File: src/tpb_cfg.svh
// Purpose: Offsets, masks, reset values and sizes of the timer pin select and byte buffer block.
// Assumes: Byte addresses on a 32-bit Avalon-MM slave, one aligned word per register.
// Notes: Masks mark the select bits that exist in each register layout.
`ifndef TPB_CFG_SVH
`define TPB_CFG_SVH

// ----------------------------------------------------------------
// Register offsets
// ----------------------------------------------------------------
`define TPB_ADDR_W 6
`define TPB_OFS_ROUTE_LO 6'h00
`define TPB_OFS_ROUTE_HI 6'h04
`define TPB_OFS_CMP_A_LO 6'h08
`define TPB_OFS_CMP_A_HI 6'h0C
`define TPB_OFS_CMP_B_LO 6'h10
`define TPB_OFS_CMP_B_HI 6'h14
`define TPB_OFS_CNT_LO 6'h18
`define TPB_OFS_CNT_HI 6'h1C

// ----------------------------------------------------------------
// Select bit layouts and reset values
// ----------------------------------------------------------------
`define TPB_LO_MASK_SMALL 8'h31
`define TPB_LO_MASK_MID 8'hB3
`define TPB_LO_MASK_FULL 8'hF3
`define TPB_HI_MASK_NONE 8'h00
`define TPB_HI_MASK_THREE 8'h03
`define TPB_HI_MASK_FOUR 8'h33
`define TPB_LO_RST 8'h91
`define TPB_HI_RST 8'h11

// ----------------------------------------------------------------
// Sizes
// ----------------------------------------------------------------
`define TPB_PIN_N 16
`define TPB_CNT_W 10
`define TPB_BE_LANE0 0

`endif

File: src/tpb_pkg.sv
// Purpose: Types and layout decoding shared by the block's modules.
// Assumes: The constants header is compiled first.
// Notes: Layout enums choose which select bits exist.
`include "tpb_cfg.svh"
package tpb_pkg;

	// ----------------------------------------------------------------
	// Types
	// ----------------------------------------------------------------
	typedef enum logic [1:0] {TPB_LO_SMALL = 2'h0, TPB_LO_MID = 2'h1, TPB_LO_FULL = 2'h3} tpb_lo_e;
	typedef enum logic [1:0] {TPB_HI_NONE = 2'h0, TPB_HI_THREE = 2'h1, TPB_HI_FOUR = 2'h3} tpb_hi_e;
	typedef enum logic [1:0] {TPB_PAIR_A = 2'h0, TPB_PAIR_B = 2'h1, TPB_PAIR_CNT = 2'h3} tpb_pair_e;
	typedef enum logic [3:0] {
		TPB_REG_ROUTE_LO, TPB_REG_ROUTE_HI, TPB_REG_A_LO, TPB_REG_A_HI,
		TPB_REG_B_LO, TPB_REG_B_HI, TPB_REG_CNT_LO, TPB_REG_CNT_HI, TPB_REG_NONE
	} tpb_reg_e;
	typedef logic [7:0] tpb_byte_t;

	// ----------------------------------------------------------------
	// Layout masks
	// ----------------------------------------------------------------
	function automatic tpb_byte_t tpb_lo_mask(input tpb_lo_e lay);
		unique case (lay)
			TPB_LO_SMALL: return `TPB_LO_MASK_SMALL;
			TPB_LO_MID: return `TPB_LO_MASK_MID;
			TPB_LO_FULL: return `TPB_LO_MASK_FULL;
		endcase
	endfunction

	function automatic tpb_byte_t tpb_hi_mask(input tpb_hi_e lay);
		unique case (lay)
			TPB_HI_NONE: return `TPB_HI_MASK_NONE;
			TPB_HI_THREE: return `TPB_HI_MASK_THREE;
			TPB_HI_FOUR: return `TPB_HI_MASK_FOUR;
		endcase
	endfunction

endpackage

File: src/tpb_link_if.sv
// Purpose: Carries select bits and byte access strobes between the block's modules.
// Assumes: One clock; strobes last one cycle.
// Notes: The read byte answers combinationally in the strobe's cycle.
`timescale 1ns/1ps
interface tpb_link_if import tpb_pkg::*; ();
	logic [7:0] sel_lo;
	logic [7:0] sel_hi;
	logic acc_rd;
	logic acc_wr;
	logic acc_hi;
	tpb_pair_e acc_pair;
	tpb_byte_t acc_wdata;
	tpb_byte_t acc_rdata;

	modport ctl (output sel_lo, sel_hi, acc_rd, acc_wr, acc_hi, acc_pair, acc_wdata,
		input acc_rdata);
	modport route (input sel_lo, sel_hi);
	modport buffer (input acc_rd, acc_wr, acc_hi, acc_pair, acc_wdata, output acc_rdata);
endinterface

File: src/tpb_top.sv
// Purpose: Timer pin select registers and byte buffer behind an Avalon-MM slave.
// Assumes: 40 MHz clock i_ref_clk; the counter value arrives on the same clock.
// Notes: Each access answers with waitrequest low one cycle after it is taken.
//
// Summary of operation
// - A select bit of one sends the timer signal to its pin, zero withholds it.
// - A selected pin serves the timer as input or output, an unselected one keeps its other use.
// - In the full low layout bit 7 picks enhanced A, bits 6 to 4 the B outputs, bits 1 and 0 compact.
// - In the three-timer high layout only bits 1 and 0 exist, for the standard timer outputs.
// - Select bits that do not exist read as zero and ignore writes.
// - Counter and compare pairs show high bytes directly and low bytes only through one buffer.
// - The buffer and a low byte exchange data only when the matching high byte is accessed.
// - A compare low byte write only loads the buffer and leaves the compare value alone.
// - A compare high byte write stores it and copies the buffer into the low byte together.
// - A high byte read returns it and captures the live low byte into the buffer.
// - A low byte read returns the buffer, not the live low byte.
//
// Our own choices: the Avalon-MM slave port and the address map.
`timescale 1ns/1ps
`include "tpb_cfg.svh"
module tpb_top import tpb_pkg::*; #(
	parameter tpb_lo_e LO_LAYOUT = TPB_LO_FULL,
	parameter tpb_hi_e HI_LAYOUT = TPB_HI_FOUR,
	parameter int CNT_W = `TPB_CNT_W
) (
	input wire logic i_ref_clk,
	input wire logic i_rstn,
	input wire logic [`TPB_ADDR_W-1:0] i_avs_address,
	input wire logic i_avs_read,
	input wire logic i_avs_write,
	input wire logic [31:0] i_avs_writedata,
	input wire logic [3:0] i_avs_byteenable,
	output logic [31:0] o_avs_readdata,
	output logic o_avs_waitrequest,
	input wire logic [CNT_W-1:0] i_count_value,
	output logic [CNT_W-1:0] o_compare_a_value,
	output logic [CNT_W-1:0] o_compare_b_value,
	input wire logic [`TPB_PIN_N-1:0] i_tmr_out,
	input wire logic [`TPB_PIN_N-1:0] i_alt_out,
	input wire logic [`TPB_PIN_N-1:0] i_pin_in,
	output logic [`TPB_PIN_N-1:0] o_pin_out,
	output logic [`TPB_PIN_N-1:0] o_tmr_in
);
	// ----------------------------------------------------------------
	// Reset release
	// ----------------------------------------------------------------
	logic [1:0] rst_sync_ff;
	logic rst_n;

	always_ff @(posedge i_ref_clk or negedge i_rstn) begin
		if (!i_rstn) begin
			rst_sync_ff <= 2'h0;
		end else begin
			rst_sync_ff <= {rst_sync_ff[0], 1'b1};
		end
	end

	assign rst_n = rst_sync_ff[1];

	// ----------------------------------------------------------------
	// State
	// ----------------------------------------------------------------
	localparam tpb_byte_t LO_MASK = tpb_lo_mask(LO_LAYOUT);
	localparam tpb_byte_t HI_MASK = tpb_hi_mask(HI_LAYOUT);

	typedef struct packed {
		logic [7:0] sel_lo;
		logic [7:0] sel_hi;
		logic wait_q;
		logic [31:0] rdata;
	} tpb_top_s;

	// Only existing select bits take their reset value.
	localparam tpb_top_s RST_STATE = '{
		sel_lo: `TPB_LO_RST & LO_MASK,
		sel_hi: `TPB_HI_RST & HI_MASK,
		wait_q: 1'b1,
		rdata: 32'h0000_0000
	};

	tpb_top_s state_ff;
	tpb_top_s nxt_state;
	tpb_reg_e sel_reg;
	logic take;
	logic wr_ok;

	tpb_link_if link ();

	function automatic tpb_reg_e decode(input logic [`TPB_ADDR_W-1:0] a);
		unique case ({a[`TPB_ADDR_W-1:2], 2'b00})
			`TPB_OFS_ROUTE_LO: return TPB_REG_ROUTE_LO;
			`TPB_OFS_ROUTE_HI: return TPB_REG_ROUTE_HI;
			`TPB_OFS_CMP_A_LO: return TPB_REG_A_LO;
			`TPB_OFS_CMP_A_HI: return TPB_REG_A_HI;
			`TPB_OFS_CMP_B_LO: return TPB_REG_B_LO;
			`TPB_OFS_CMP_B_HI: return TPB_REG_B_HI;
			`TPB_OFS_CNT_LO: return TPB_REG_CNT_LO;
			`TPB_OFS_CNT_HI: return TPB_REG_CNT_HI;
			default: return TPB_REG_NONE;
		endcase
	endfunction

	// ----------------------------------------------------------------
	// Bus slave
	// ----------------------------------------------------------------
	always_comb begin
		nxt_state = state_ff;
		// A request is taken once; the answer cycle blocks a second take of the same request.
		take = (i_avs_read || i_avs_write) && state_ff.wait_q;
		wr_ok = i_avs_write && i_avs_byteenable[`TPB_BE_LANE0];
		sel_reg = decode(i_avs_address);
		nxt_state.wait_q = !take;
		link.acc_rd = 1'b0;
		link.acc_wr = 1'b0;
		link.acc_hi = 1'b0;
		link.acc_pair = TPB_PAIR_A;
		link.acc_wdata = i_avs_writedata[7:0];
		if (take) begin
			unique case (sel_reg)
				TPB_REG_A_LO, TPB_REG_A_HI: link.acc_pair = TPB_PAIR_A;
				TPB_REG_B_LO, TPB_REG_B_HI: link.acc_pair = TPB_PAIR_B;
				TPB_REG_CNT_LO, TPB_REG_CNT_HI: link.acc_pair = TPB_PAIR_CNT;
				TPB_REG_ROUTE_LO, TPB_REG_ROUTE_HI, TPB_REG_NONE: link.acc_pair = TPB_PAIR_A;
			endcase
			link.acc_hi = sel_reg inside {TPB_REG_A_HI, TPB_REG_B_HI, TPB_REG_CNT_HI};
			if (sel_reg inside {TPB_REG_A_LO, TPB_REG_A_HI, TPB_REG_B_LO, TPB_REG_B_HI,
				TPB_REG_CNT_LO, TPB_REG_CNT_HI}) begin
				link.acc_rd = i_avs_read;
				link.acc_wr = wr_ok;
			end
			if (i_avs_read) begin
				unique case (sel_reg)
					TPB_REG_ROUTE_LO: nxt_state.rdata = {24'h00_0000, state_ff.sel_lo};
					TPB_REG_ROUTE_HI: nxt_state.rdata = {24'h00_0000, state_ff.sel_hi};
					TPB_REG_NONE: nxt_state.rdata = 32'h0000_0000;
					default: nxt_state.rdata = {24'h00_0000, link.acc_rdata};
				endcase
			end
			if (wr_ok && sel_reg == TPB_REG_ROUTE_LO) begin
				nxt_state.sel_lo = i_avs_writedata[7:0] & LO_MASK;
			end
			if (wr_ok && sel_reg == TPB_REG_ROUTE_HI) begin
				nxt_state.sel_hi = i_avs_writedata[7:0] & HI_MASK;
			end
		end
	end

	always_ff @(posedge i_ref_clk or negedge rst_n) begin
		if (!rst_n) begin
			state_ff <= RST_STATE;
		end else begin
			state_ff <= nxt_state;
		end
	end

	assign link.sel_lo = state_ff.sel_lo;
	assign link.sel_hi = state_ff.sel_hi;
	assign o_avs_readdata = state_ff.rdata;
	assign o_avs_waitrequest = state_ff.wait_q;

	// ----------------------------------------------------------------
	// Submodules
	// ----------------------------------------------------------------
	tpb_pin_route u_route (
		.i_clk(i_ref_clk),
		.i_rst_n(rst_n),
		.link(link.route),
		.i_tmr_out(i_tmr_out),
		.i_alt_out(i_alt_out),
		.i_pin_in(i_pin_in),
		.o_pin_out(o_pin_out),
		.o_tmr_in(o_tmr_in)
	);

	// Access order is left to software; a wrong order simply moves stale bytes.
	tpb_byte_buf #(.CNT_W(CNT_W)) u_buf (
		.i_clk(i_ref_clk),
		.i_rst_n(rst_n),
		.link(link.buffer),
		.i_count_value(i_count_value),
		.o_compare_a_value(o_compare_a_value),
		.o_compare_b_value(o_compare_b_value)
	);
endmodule

File: src/tpb_pin_route.sv
// Purpose: Steers each shared pin between timer and its other function.
// Assumes: Pin inputs are asynchronous; timer and alternate outputs share the clock.
// Notes: Pin index 0 to 7 follows the low select register, 8 to 15 the high one.
`timescale 1ns/1ps
module tpb_pin_route import tpb_pkg::*; (
	input wire logic i_clk,
	input wire logic i_rst_n,
	tpb_link_if.route link,
	input wire logic [`TPB_PIN_N-1:0] i_tmr_out,
	input wire logic [`TPB_PIN_N-1:0] i_alt_out,
	input wire logic [`TPB_PIN_N-1:0] i_pin_in,
	output logic [`TPB_PIN_N-1:0] o_pin_out,
	output logic [`TPB_PIN_N-1:0] o_tmr_in
);
	typedef struct packed {
		logic [`TPB_PIN_N-1:0] s1;
		logic [`TPB_PIN_N-1:0] s2;
		logic [`TPB_PIN_N-1:0] s3;
		logic [`TPB_PIN_N-1:0] level;
		logic [`TPB_PIN_N-1:0] pin_out;
		logic [`TPB_PIN_N-1:0] tmr_in;
	} tpb_route_s;

	tpb_route_s state_ff;
	tpb_route_s nxt_state;
	logic [`TPB_PIN_N-1:0] sel;

	always_comb begin
		sel = {link.sel_hi, link.sel_lo};
		nxt_state = state_ff;
		nxt_state.s1 = i_pin_in;
		nxt_state.s2 = state_ff.s1;
		nxt_state.s3 = state_ff.s2;
		// A pin level is believed only once two later stages agree.
		nxt_state.level = (state_ff.s2 & state_ff.s3) | (state_ff.level & (state_ff.s2 | state_ff.s3));
		nxt_state.pin_out = (sel & i_tmr_out) | (~sel & i_alt_out);
		nxt_state.tmr_in = sel & state_ff.level;
	end

	always_ff @(posedge i_clk or negedge i_rst_n) begin
		if (!i_rst_n) begin
			state_ff <= '0;
		end else begin
			state_ff <= nxt_state;
		end
	end

	assign o_pin_out = state_ff.pin_out;
	assign o_tmr_in = state_ff.tmr_in;
endmodule

File: src/tpb_byte_buf.sv
// Purpose: Shared 8-bit holding buffer for the counter and compare register pairs.
// Assumes: Strobes are single-cycle and never read and write together.
// Notes: The counter pair is read only; writes to it are dropped.
`timescale 1ns/1ps
module tpb_byte_buf import tpb_pkg::*; #(
	parameter int CNT_W = `TPB_CNT_W
) (
	input wire logic i_clk,
	input wire logic i_rst_n,
	tpb_link_if.buffer link,
	input wire logic [CNT_W-1:0] i_count_value,
	output logic [CNT_W-1:0] o_compare_a_value,
	output logic [CNT_W-1:0] o_compare_b_value
);
	if (CNT_W < 9 || CNT_W > 16) begin : g_bad_width
		$error("Counter width must lie between 9 and 16 bits.");
	end

	localparam int HW = CNT_W - 8;

	typedef struct packed {
		logic [7:0] hold;
		logic [CNT_W-1:0] cmp_a;
		logic [CNT_W-1:0] cmp_b;
	} tpb_buf_s;

	tpb_buf_s state_ff;
	tpb_buf_s nxt_state;
	logic [CNT_W-1:0] pair_now;

	function automatic logic [CNT_W-1:0] pair_val(input tpb_pair_e p, input tpb_buf_s s,
		input logic [CNT_W-1:0] cnt);
		unique case (p)
			TPB_PAIR_A: return s.cmp_a;
			TPB_PAIR_B: return s.cmp_b;
			TPB_PAIR_CNT: return cnt;
		endcase
	endfunction

	always_comb begin
		nxt_state = state_ff;
		pair_now = pair_val(link.acc_pair, state_ff, i_count_value);
		// Only the high byte sits on the bus directly; the low byte goes via the buffer.
		if (link.acc_hi) begin
			link.acc_rdata = 8'(pair_now >> 8);
		end else begin
			link.acc_rdata = state_ff.hold;
		end
		if (link.acc_rd && link.acc_hi) begin
			nxt_state.hold = pair_now[7:0];
		end
		if (link.acc_wr && link.acc_pair != TPB_PAIR_CNT) begin
			if (!link.acc_hi) begin
				nxt_state.hold = link.acc_wdata;
			end else if (link.acc_pair == TPB_PAIR_A) begin
				nxt_state.cmp_a = {link.acc_wdata[HW-1:0], state_ff.hold};
			end else begin
				nxt_state.cmp_b = {link.acc_wdata[HW-1:0], state_ff.hold};
			end
		end
	end

	always_ff @(posedge i_clk or negedge i_rst_n) begin
		if (!i_rst_n) begin
			state_ff <= '0;
		end else begin
			state_ff <= nxt_state;
		end
	end

	assign o_compare_a_value = state_ff.cmp_a;
	assign o_compare_b_value = state_ff.cmp_b;
endmodule

File: config.mk
export PLATFORM = sky130hd
export DESIGN_NAME = tpb_top
export DESIGN_NICKNAME = d
export VERILOG_FILES = /design/src/tpb_pkg.sv /design/src/tpb_link_if.sv /design/src/tpb_top.sv /design/src/tpb_pin_route.sv /design/src/tpb_byte_buf.sv
export VERILOG_INCLUDE_DIRS = /design/src /design/src/src
export SDC_FILE = /design/constraint.sdc
export NUM_CORES = 1
export LEC_CHECK = 0
export ABC_AREA = 1
export BUFFER_PORTS_ARGS = -buffer_cell sky130_fd_sc_hd__buf_2
export CORE_ASPECT_RATIO = 0.7
export CORE_MARGIN = 2
export CORE_UTILIZATION = 53
export CTS_CLUSTER_DIAMETER = 50
export CTS_CLUSTER_SIZE = 28
export DETAILED_ROUTE_END_ITERATION = 10
export PLACE_DENSITY = 0.92
export SYNTH_ARGS = -nofsm -noshare
export SYNTH_HDL_FRONTEND = slang
export SYNTH_SLANG_ARGS = --single-unit
File: constraint.sdc
create_clock -name i_ref_clk -period 6.6 [get_ports i_ref_clk]
set_clock_uncertainty 0.15 [all_clocks]
set_input_delay 0.66 -clock i_ref_clk [delete_from_list [all_inputs] [get_ports i_ref_clk]]
set_output_delay 0.66 -clock i_ref_clk [all_outputs]
set_load 0.03 [all_outputs]
=== Word-level counts from Yosys, hierarchy flattened ===
Memories as Yosys holds them, arrays and structs flattened.
Cells that the tools add are included.

* Memory bits (read-only): 128
* Register bits: 169
* Memories: 1
* Output and inout port bits: 85
* Input bits: 104
* Logic and storage cells: 73

{| class="wikitable"
|+ Memory list
! name !! depth !! width !! rd ports !! clocked after Yosys merged registers in !! write ports !! line !! source
|-
| (no name shown) || 32 || 4 || 1 || 0 || 0 || tpb_top.sv:90 || <nowiki>unique case ({a[`TPB_ADDR_W-1:2], 2'b00})</nowiki>
|}

* Bitwise logic cells: 10
* Equal/unequal tests: 11
* Reductions and logical operators: 20
* Mux-type cells: 17

{| class="wikitable"
|+ Operator list
! kind !! number
|-
| AND 16 bit || 3
|-
| OR 16 bit || 3
|-
| AND 14 x 16 -> 16 bit || 2
|-
| one-hot mux 10 bit (3 select lines) || 1
|-
| two-way mux 28 bit || 1
|-
| two-way mux 8 bit || 3
|-
| one-hot mux 8 bit (3 select lines) || 1
|-
| two-way mux 10 bit || 2
|-
| two-way mux 20 bit || 1
|-
| equality test 4 x 3 -> 1 bit, second input constant || 4
|-
| inverter 14 -> 16 bit || 1
|-
| equality test 4 x 2 -> 1 bit, second input constant || 2
|-
| logical AND 1 bit || 6
|-
| one-hot mux 2 bit (3 select lines) || 1
|-
| AND reduction 2 bit || 3
|-
| AND reduction 3 bit || 2
|-
| nonzero test 6 bit || 1
|-
| two-way mux 1 bit || 5
|-
| OR reduction 5 bit || 1
|-
| equality test 4 x 1 -> 1 bit, second input constant || 1
|-
| equality test 4 bit, second input constant || 1
|-
| logical NOT 4 bit || 1
|-
| two-way mux 4 bit || 1
|-
| OR reduction 2 bit || 2
|-
| 9 further kinds || 9
|}

=== Logic depth before layout (Yosys ltp) ===
An unclocked memory read counts as a cell.

* Depth after elaboration: 11
* Gate-level depth with buffers: 10
* Gate-level depth less buffers: 9

=== By module ===
A second synthesis with hierarchy kept.

* Cell total of the unflattened synthesis: 633
* Area total of the unflattened synthesis: 6119.6 um^2

{| class="wikitable"
|+ Modules (own cells, without submodules)
! module !! area an instance (um^2) !! sequential area each (um^2) !! instances !! cells an instance
|-
| tpb_pin_route || 3223.1 || 2402.3 || 1 || 272
|-
| tpb_byte_buf || 1692.9 || 700.7 || 1 || 223
|-
| tpb_top || 1203.7 || 533.0 || 1 || 138
|}

=== Worst setup path before layout ===
Ideal clock, no wire load.

* Path kind: register -> register
* Start point: register state_ff (netlist bit o_avs_waitrequest)
* End point: register u_buf.state_ff (netlist bit u_buf.o_compare_a_value[8])
* Required time: 6328 ps
* Stages on the path, launching flop included: 9
* Arrival time: 1437 ps
* Period minus slack after synthesis: 1709 ps
* Library setup time: 122 ps
* Path buffers: 1
* Setup slack: 4891 ps
* Cells stage by stage: dfstp_2 -> nand2_1 -> nand2_2 -> nand3_2 -> inv_2 -> nand3_2 -> buf_2 -> nand2_1 -> o21ai_1

* Cells in the longest elaborated chain, start to end: 5
* Elaborated cells between the ends (all ways): 8
* Those cells by class: eq/ne (1); mux (3); reduce/logical (4)

{| class="wikitable"
|+ Ends and longest elaborated chain
! item !! line !! source
|-
| start, declared || tpb_top.sv:81 || <nowiki>tpb_top_s state_ff;</nowiki>
|-
| start signal, assigned || tpb_top.sv:152 || <nowiki>state_ff <= nxt_state;</nowiki>
|-
| logical AND 1 bit * || tpb_top.sv:109 || <nowiki>take = (i_avs_read || i_avs_write) && state_ff.wait_q;</nowiki>
|-
| two-way mux 2 bit || tpb_top.sv:118 || <nowiki>if (take) begin</nowiki>
|-
| != test 2 bit || tpb_byte_buf.sv:52 || <nowiki>if (link.acc_wr && link.acc_pair != TPB_PAIR_CNT) begin</nowiki>
|-
| logical AND 1 bit || tpb_byte_buf.sv:52 ||
|-
| AND reduction 3 bit (no line) * || n/a ||
|-
| end signal, assigned || tpb_byte_buf.sv:67 || <nowiki>state_ff <= nxt_state;</nowiki>
|-
| end, declared || tpb_byte_buf.sv:27 || <nowiki>tpb_buf_s state_ff;</nowiki>
|}

Mark *: on every way between the ends. The rest lies on a longest branch, timed or not.
A chain may end at the register's enable or synchronous reset.

=== Final worst setup path ===
* Start point: register state_ff (netlist bit o_avs_waitrequest)
* End point: register u_buf.state_ff (netlist bit u_buf.o_compare_b_value[5])

* Cells in the longest elaborated chain, start to end: 5
* Elaborated cells between the ends (all ways): 9
* Those cells by class: eq/ne (1); mux (3); bitwise (1); reduce/logical (4)

{| class="wikitable"
|+ Ends and longest elaborated chain
! item !! line
|-
| logical AND 1 bit * || tpb_top.sv:109
|-
| two-way mux 2 bit || tpb_top.sv:118
|-
| != test 2 bit / logical NOT 2 bit (equally long branches) || tpb_byte_buf.sv:52, tpb_byte_buf.sv:55
|-
| logical AND 1 bit / inverter 1 bit (equally long branches) || n/a
|-
| AND reduction 3 bit (no line) * || n/a
|}

Marked as above.

==> qor.csv <==
stage,metric,value,unit
logic_synthesis,Post-Synth Adder-Cell Area,1.99,%
logic_synthesis,Ys Warns,0,
power,power density over the cells,363,nW/µm²
grt,total gr overflow,0,
clock_network,Setup Buffers After CTS,0,
logic_synthesis,top-area cell type share of the netlist area,54.3,%
timing,max_slew headroom,28.7,%
grt,first-pass GRT wire length,17300,µm
logic_synthesis,Most used DFF post-synth,dfrtp_1,
power,Lkg Pwr,3.13,nW
floorplan,Rows,29,
power,Switch Pwr,0.592,mW
place,DP Worst Slack,3.43,ns
timing,measured slew at the worst slew-check pin,1.07,ns
clock_network,"Clk Latency, worst-skew pair",0.41,ns
timing,final setup margin,3.67,ns
run_status,outcome,completed,
clock_network,clk sink count,115,
clock_network,CTS root buffer,clkbuf_16,
logic_synthesis,"flops & latches, synth",115,
logic_synthesis,post-synthesis sequential area ratio,57.4,%
logic_synthesis,post-synth design cell area,5020,µm²
logic_synthesis,multiplexer share of the synthesized area,0.897,%
cells_and_area,Final Cell Area,5870,µm²
routing,total iterations of the first detailed-routing run,5,
floorplan,Die ar.,10300,µm²
logic_synthesis,xor/xnor cell area share of the yosys netlist,0,%
clock_network,H-tree depth,4,
power,Combinational Power Share,15.3,%
routing,DR DRC count,0,
hold_path,Hold Crit Class,reg -> reg,
routing,Starting DRT DRC Count,225,
timing,Hold WS,0.192,ns
timing,final max-slew violation count,0,
setup_path,CP max FO,26,
setup_path,Crit Path Class,reg -> reg,
setup_path,critical path startpoint category,flop,
cells_and_area,Area growth syn-to-layout,16.8,%
setup_path,CP Capture Type,flop,
grt,antenna violations before repair,0,
power,Seq pwr share,39.9,%
timing,Setup TNS Final,0,ns
routing,Routed Antenna Nets,0,
logic_synthesis,Commonest cells post-synth,"nand2_1, dfrtp_1, buf_4",
timing,period utilisation layout,44.4,%
floorplan,Starting Density,54.9,%
logic_synthesis,compound-cell area share of the yosys netlist,6.38,%
logic_synthesis,"area leader, netlist",dfrtp_1,
place,Cells after DPL,696,
place,GP Congestion,0.847,
setup_path,CP arrival,3.10,ns
timing,Max Fclk,342,MHz
setup_path,Required @ worst endpoint,6.78,ns
logic_synthesis,"EDFF count, synth",0,
floorplan,Die Width,120,µm
grt,vias in the first global route,3587,
clock_network,CTS tree,yes,
floorplan,# IOs,189,
routing,via count,3548,
logic_synthesis,cells taking the most area after synthesis,"dfrtp_1, buf_4, nand2_1",
power,Sw Ratio,27.8,%
timing,final setup violation count,0,
cells_and_area,# diodes,0,
logic_synthesis,cell with the most instances after synthesis,nand2_1,
place,placed cell areas,5240,µm²
place,DP HPWL,7600,µm
power,PnR Total Power,2.13,mW
clock_network,Resized Gates After CTS,0,
cells_and_area,layout cells sized above 1,30.9,%
power,clock network fraction of design power,44.8,%
logic_synthesis,asr flop ratio synth,100,%
timing,"Hold Vio Cnt, Final",0,
logic_synthesis,Syn Inst Count,513,
logic_synthesis,largest family of logic cells by synthesized area,buffers and inverters,
clock_network,CTS Buf Count,17,
logic_synthesis,Simple-Gate Fraction of Synth Area,16.5,%
clock_network,clk slew on worst S/H paths,0.05,ns
routing,WL final,10700,µm
timing,RSZ-0062 raised after global routing,no,
logic_synthesis,Synth Area per Inst,9.79,µm²
timing,post-layout min period,2.93,ns
routing,routed vias/inst,4.87,
cells_and_area,"Core Util, Final",64.2,%
clock_network,CTS max path bufs,2,
cells_and_area,final net count,696,
floorplan,core area,9140,µm²
power,cell internal pwr,1.54,mW
grt,largest net degree at the start of global routing,61,
place,# port buffers,117,
power,worst vdd ir,0.247,mV
logic_synthesis,library cells used by synthesis,26,
flow_run,count of maximum capacitance violations,0,
cells_and_area,final std cells w/o fill,729,
floorplan,Die H,85.4,µm
routing,drt wl/cell,14.7,µm
grt,GR Util All Layers,22.1,%
## cell families (layout without fill, tap and decap cells)
logic type | count (synthesis) | in the layout
buffers and inverters | 139 | 202
AOI/OAI and AO/OA | 53 | 53
other | 2 | 31
DFF | 115 | 115
adders and majority gates | 10 | 10
muxes | 4 | 4
and+or+nand+nor | 190 | 190
## path summary, 6_finish.rpt
kind | from | endpoint | slack (ns) | depth (start not counted)
setup reg to reg | o_avs_waitrequest$_DFF_PN1_ | u_buf.o_compare_b_value[5]$_DFFE_PN0P_ | 3.67 | 6
min in group asynchronous | rst_sync_ff[1]$_DFF_PN0_ | u_route.o_pin_out[11]$_DFF_PN0_ | 0.22 | 0
max in group asynchronous | rst_sync_ff[1]$_DFF_PN0_ | u_route.state_ff[53]$_DFF_PN0_ | 4.86 | 1
hold / removal | u_route.nxt_state[71]$_DFF_PN0_ | u_route.nxt_state[55]$_DFF_PN0_ | 0.19 | 0
setup / recovery | o_avs_waitrequest$_DFF_PN1_ | u_buf.o_compare_b_value[5]$_DFFE_PN0P_ | 3.67 | 6
hold reg to reg | u_route.nxt_state[71]$_DFF_PN0_ | u_route.nxt_state[55]$_DFF_PN0_ | 0.19 | 0
## metal layers
layer	part of all wire, %	vias up	track usage [%]
met4	0.99	0	7.93
met5	0	-	0
met3	8.6	13	8.00
met1	43	1705	28.7
met2	48	158	34.8
li1	-	1672	-
## critical path: stages (launching register included)
cell,delay [ns]
dfstp_2,0.55
nand2_1,0.29
nand2_2,0.52
nand3_1,0.19
nor2_2,0.87
nor2_1,0.11
a21oi_2,0.15
## cell usage in the layout, fill, tap and decap left out, types with 2 or more instances in the layout
cell,synthesis,final
buf_2,6,117
bufinv_16,0,4
nor2_1,30,30
inv_1,47,47
a21oi_2,12,12
a21oi_1,16,16
o21ai_0,7,7
nand3_2,2,2
clkbuf_1,2,3
conb_1,2,31
mux2_2,4,4
clkinv_2,0,4
o21ai_1,14,14
clkbuf_16,0,17
nand4_1,12,12
nand2_1,113,113
nand3_1,22,22
dfrtp_1,109,108
inv_2,4,4
o22ai_1,2,2
maj3_1,10,10
o41ai_1,2,2
nor2_2,4,4
nand2_2,5,5
clkbuf_8,0,2
dfstp_2,6,6
## area by class of cell
type                    count  area [µm²]
fillers                   741        3280
clock buffers              22         464
well taps                 124         155
repair buffers            119         603
inverters                  51         191
flip-flops and latches    115        2890
clock inverters            10         156
multi-input cells         288        1410
## flip-flops by register name (all words and copies together), names as in the netlist
name,count
u_buf.o_compare_a_value,10
u_route.o_tmr_in,10
link.sel_hi,4
u_route.o_pin_out,16
u_route.nxt_state,20
u_route.state_ff,20
o_avs_waitrequest,1
link.sel_lo,6
rst_sync_ff,2
u_buf.o_compare_b_value,10
u_buf.state_ff,8
o_avs_readdata,8
## power groups by stage
| stage | Sequential (mW) | Clock, mW | Combinational, mW |
|---|---|---|---|
| after global placement | 0.854 | 0 | 0.313 |
| after floorplan | 0.865 | 0 | 0.265 |
| after detailed placement | 0.859 | 0 | 0.324 |
| after global routing | 0.859 | 1.00 | 0.357 |
| final | 0.849 | 0.953 | 0.326 |
| after CTS | 0.850 | 0.970 | 0.327 |
## what timing repair did
action / CTS / global route
hold endpoints to repair: 2 / 0
setup endpoints to repair: 0 / 0
hold buffers: 1 / 0
Note: power is estimated with default switching activity, not from simulation.
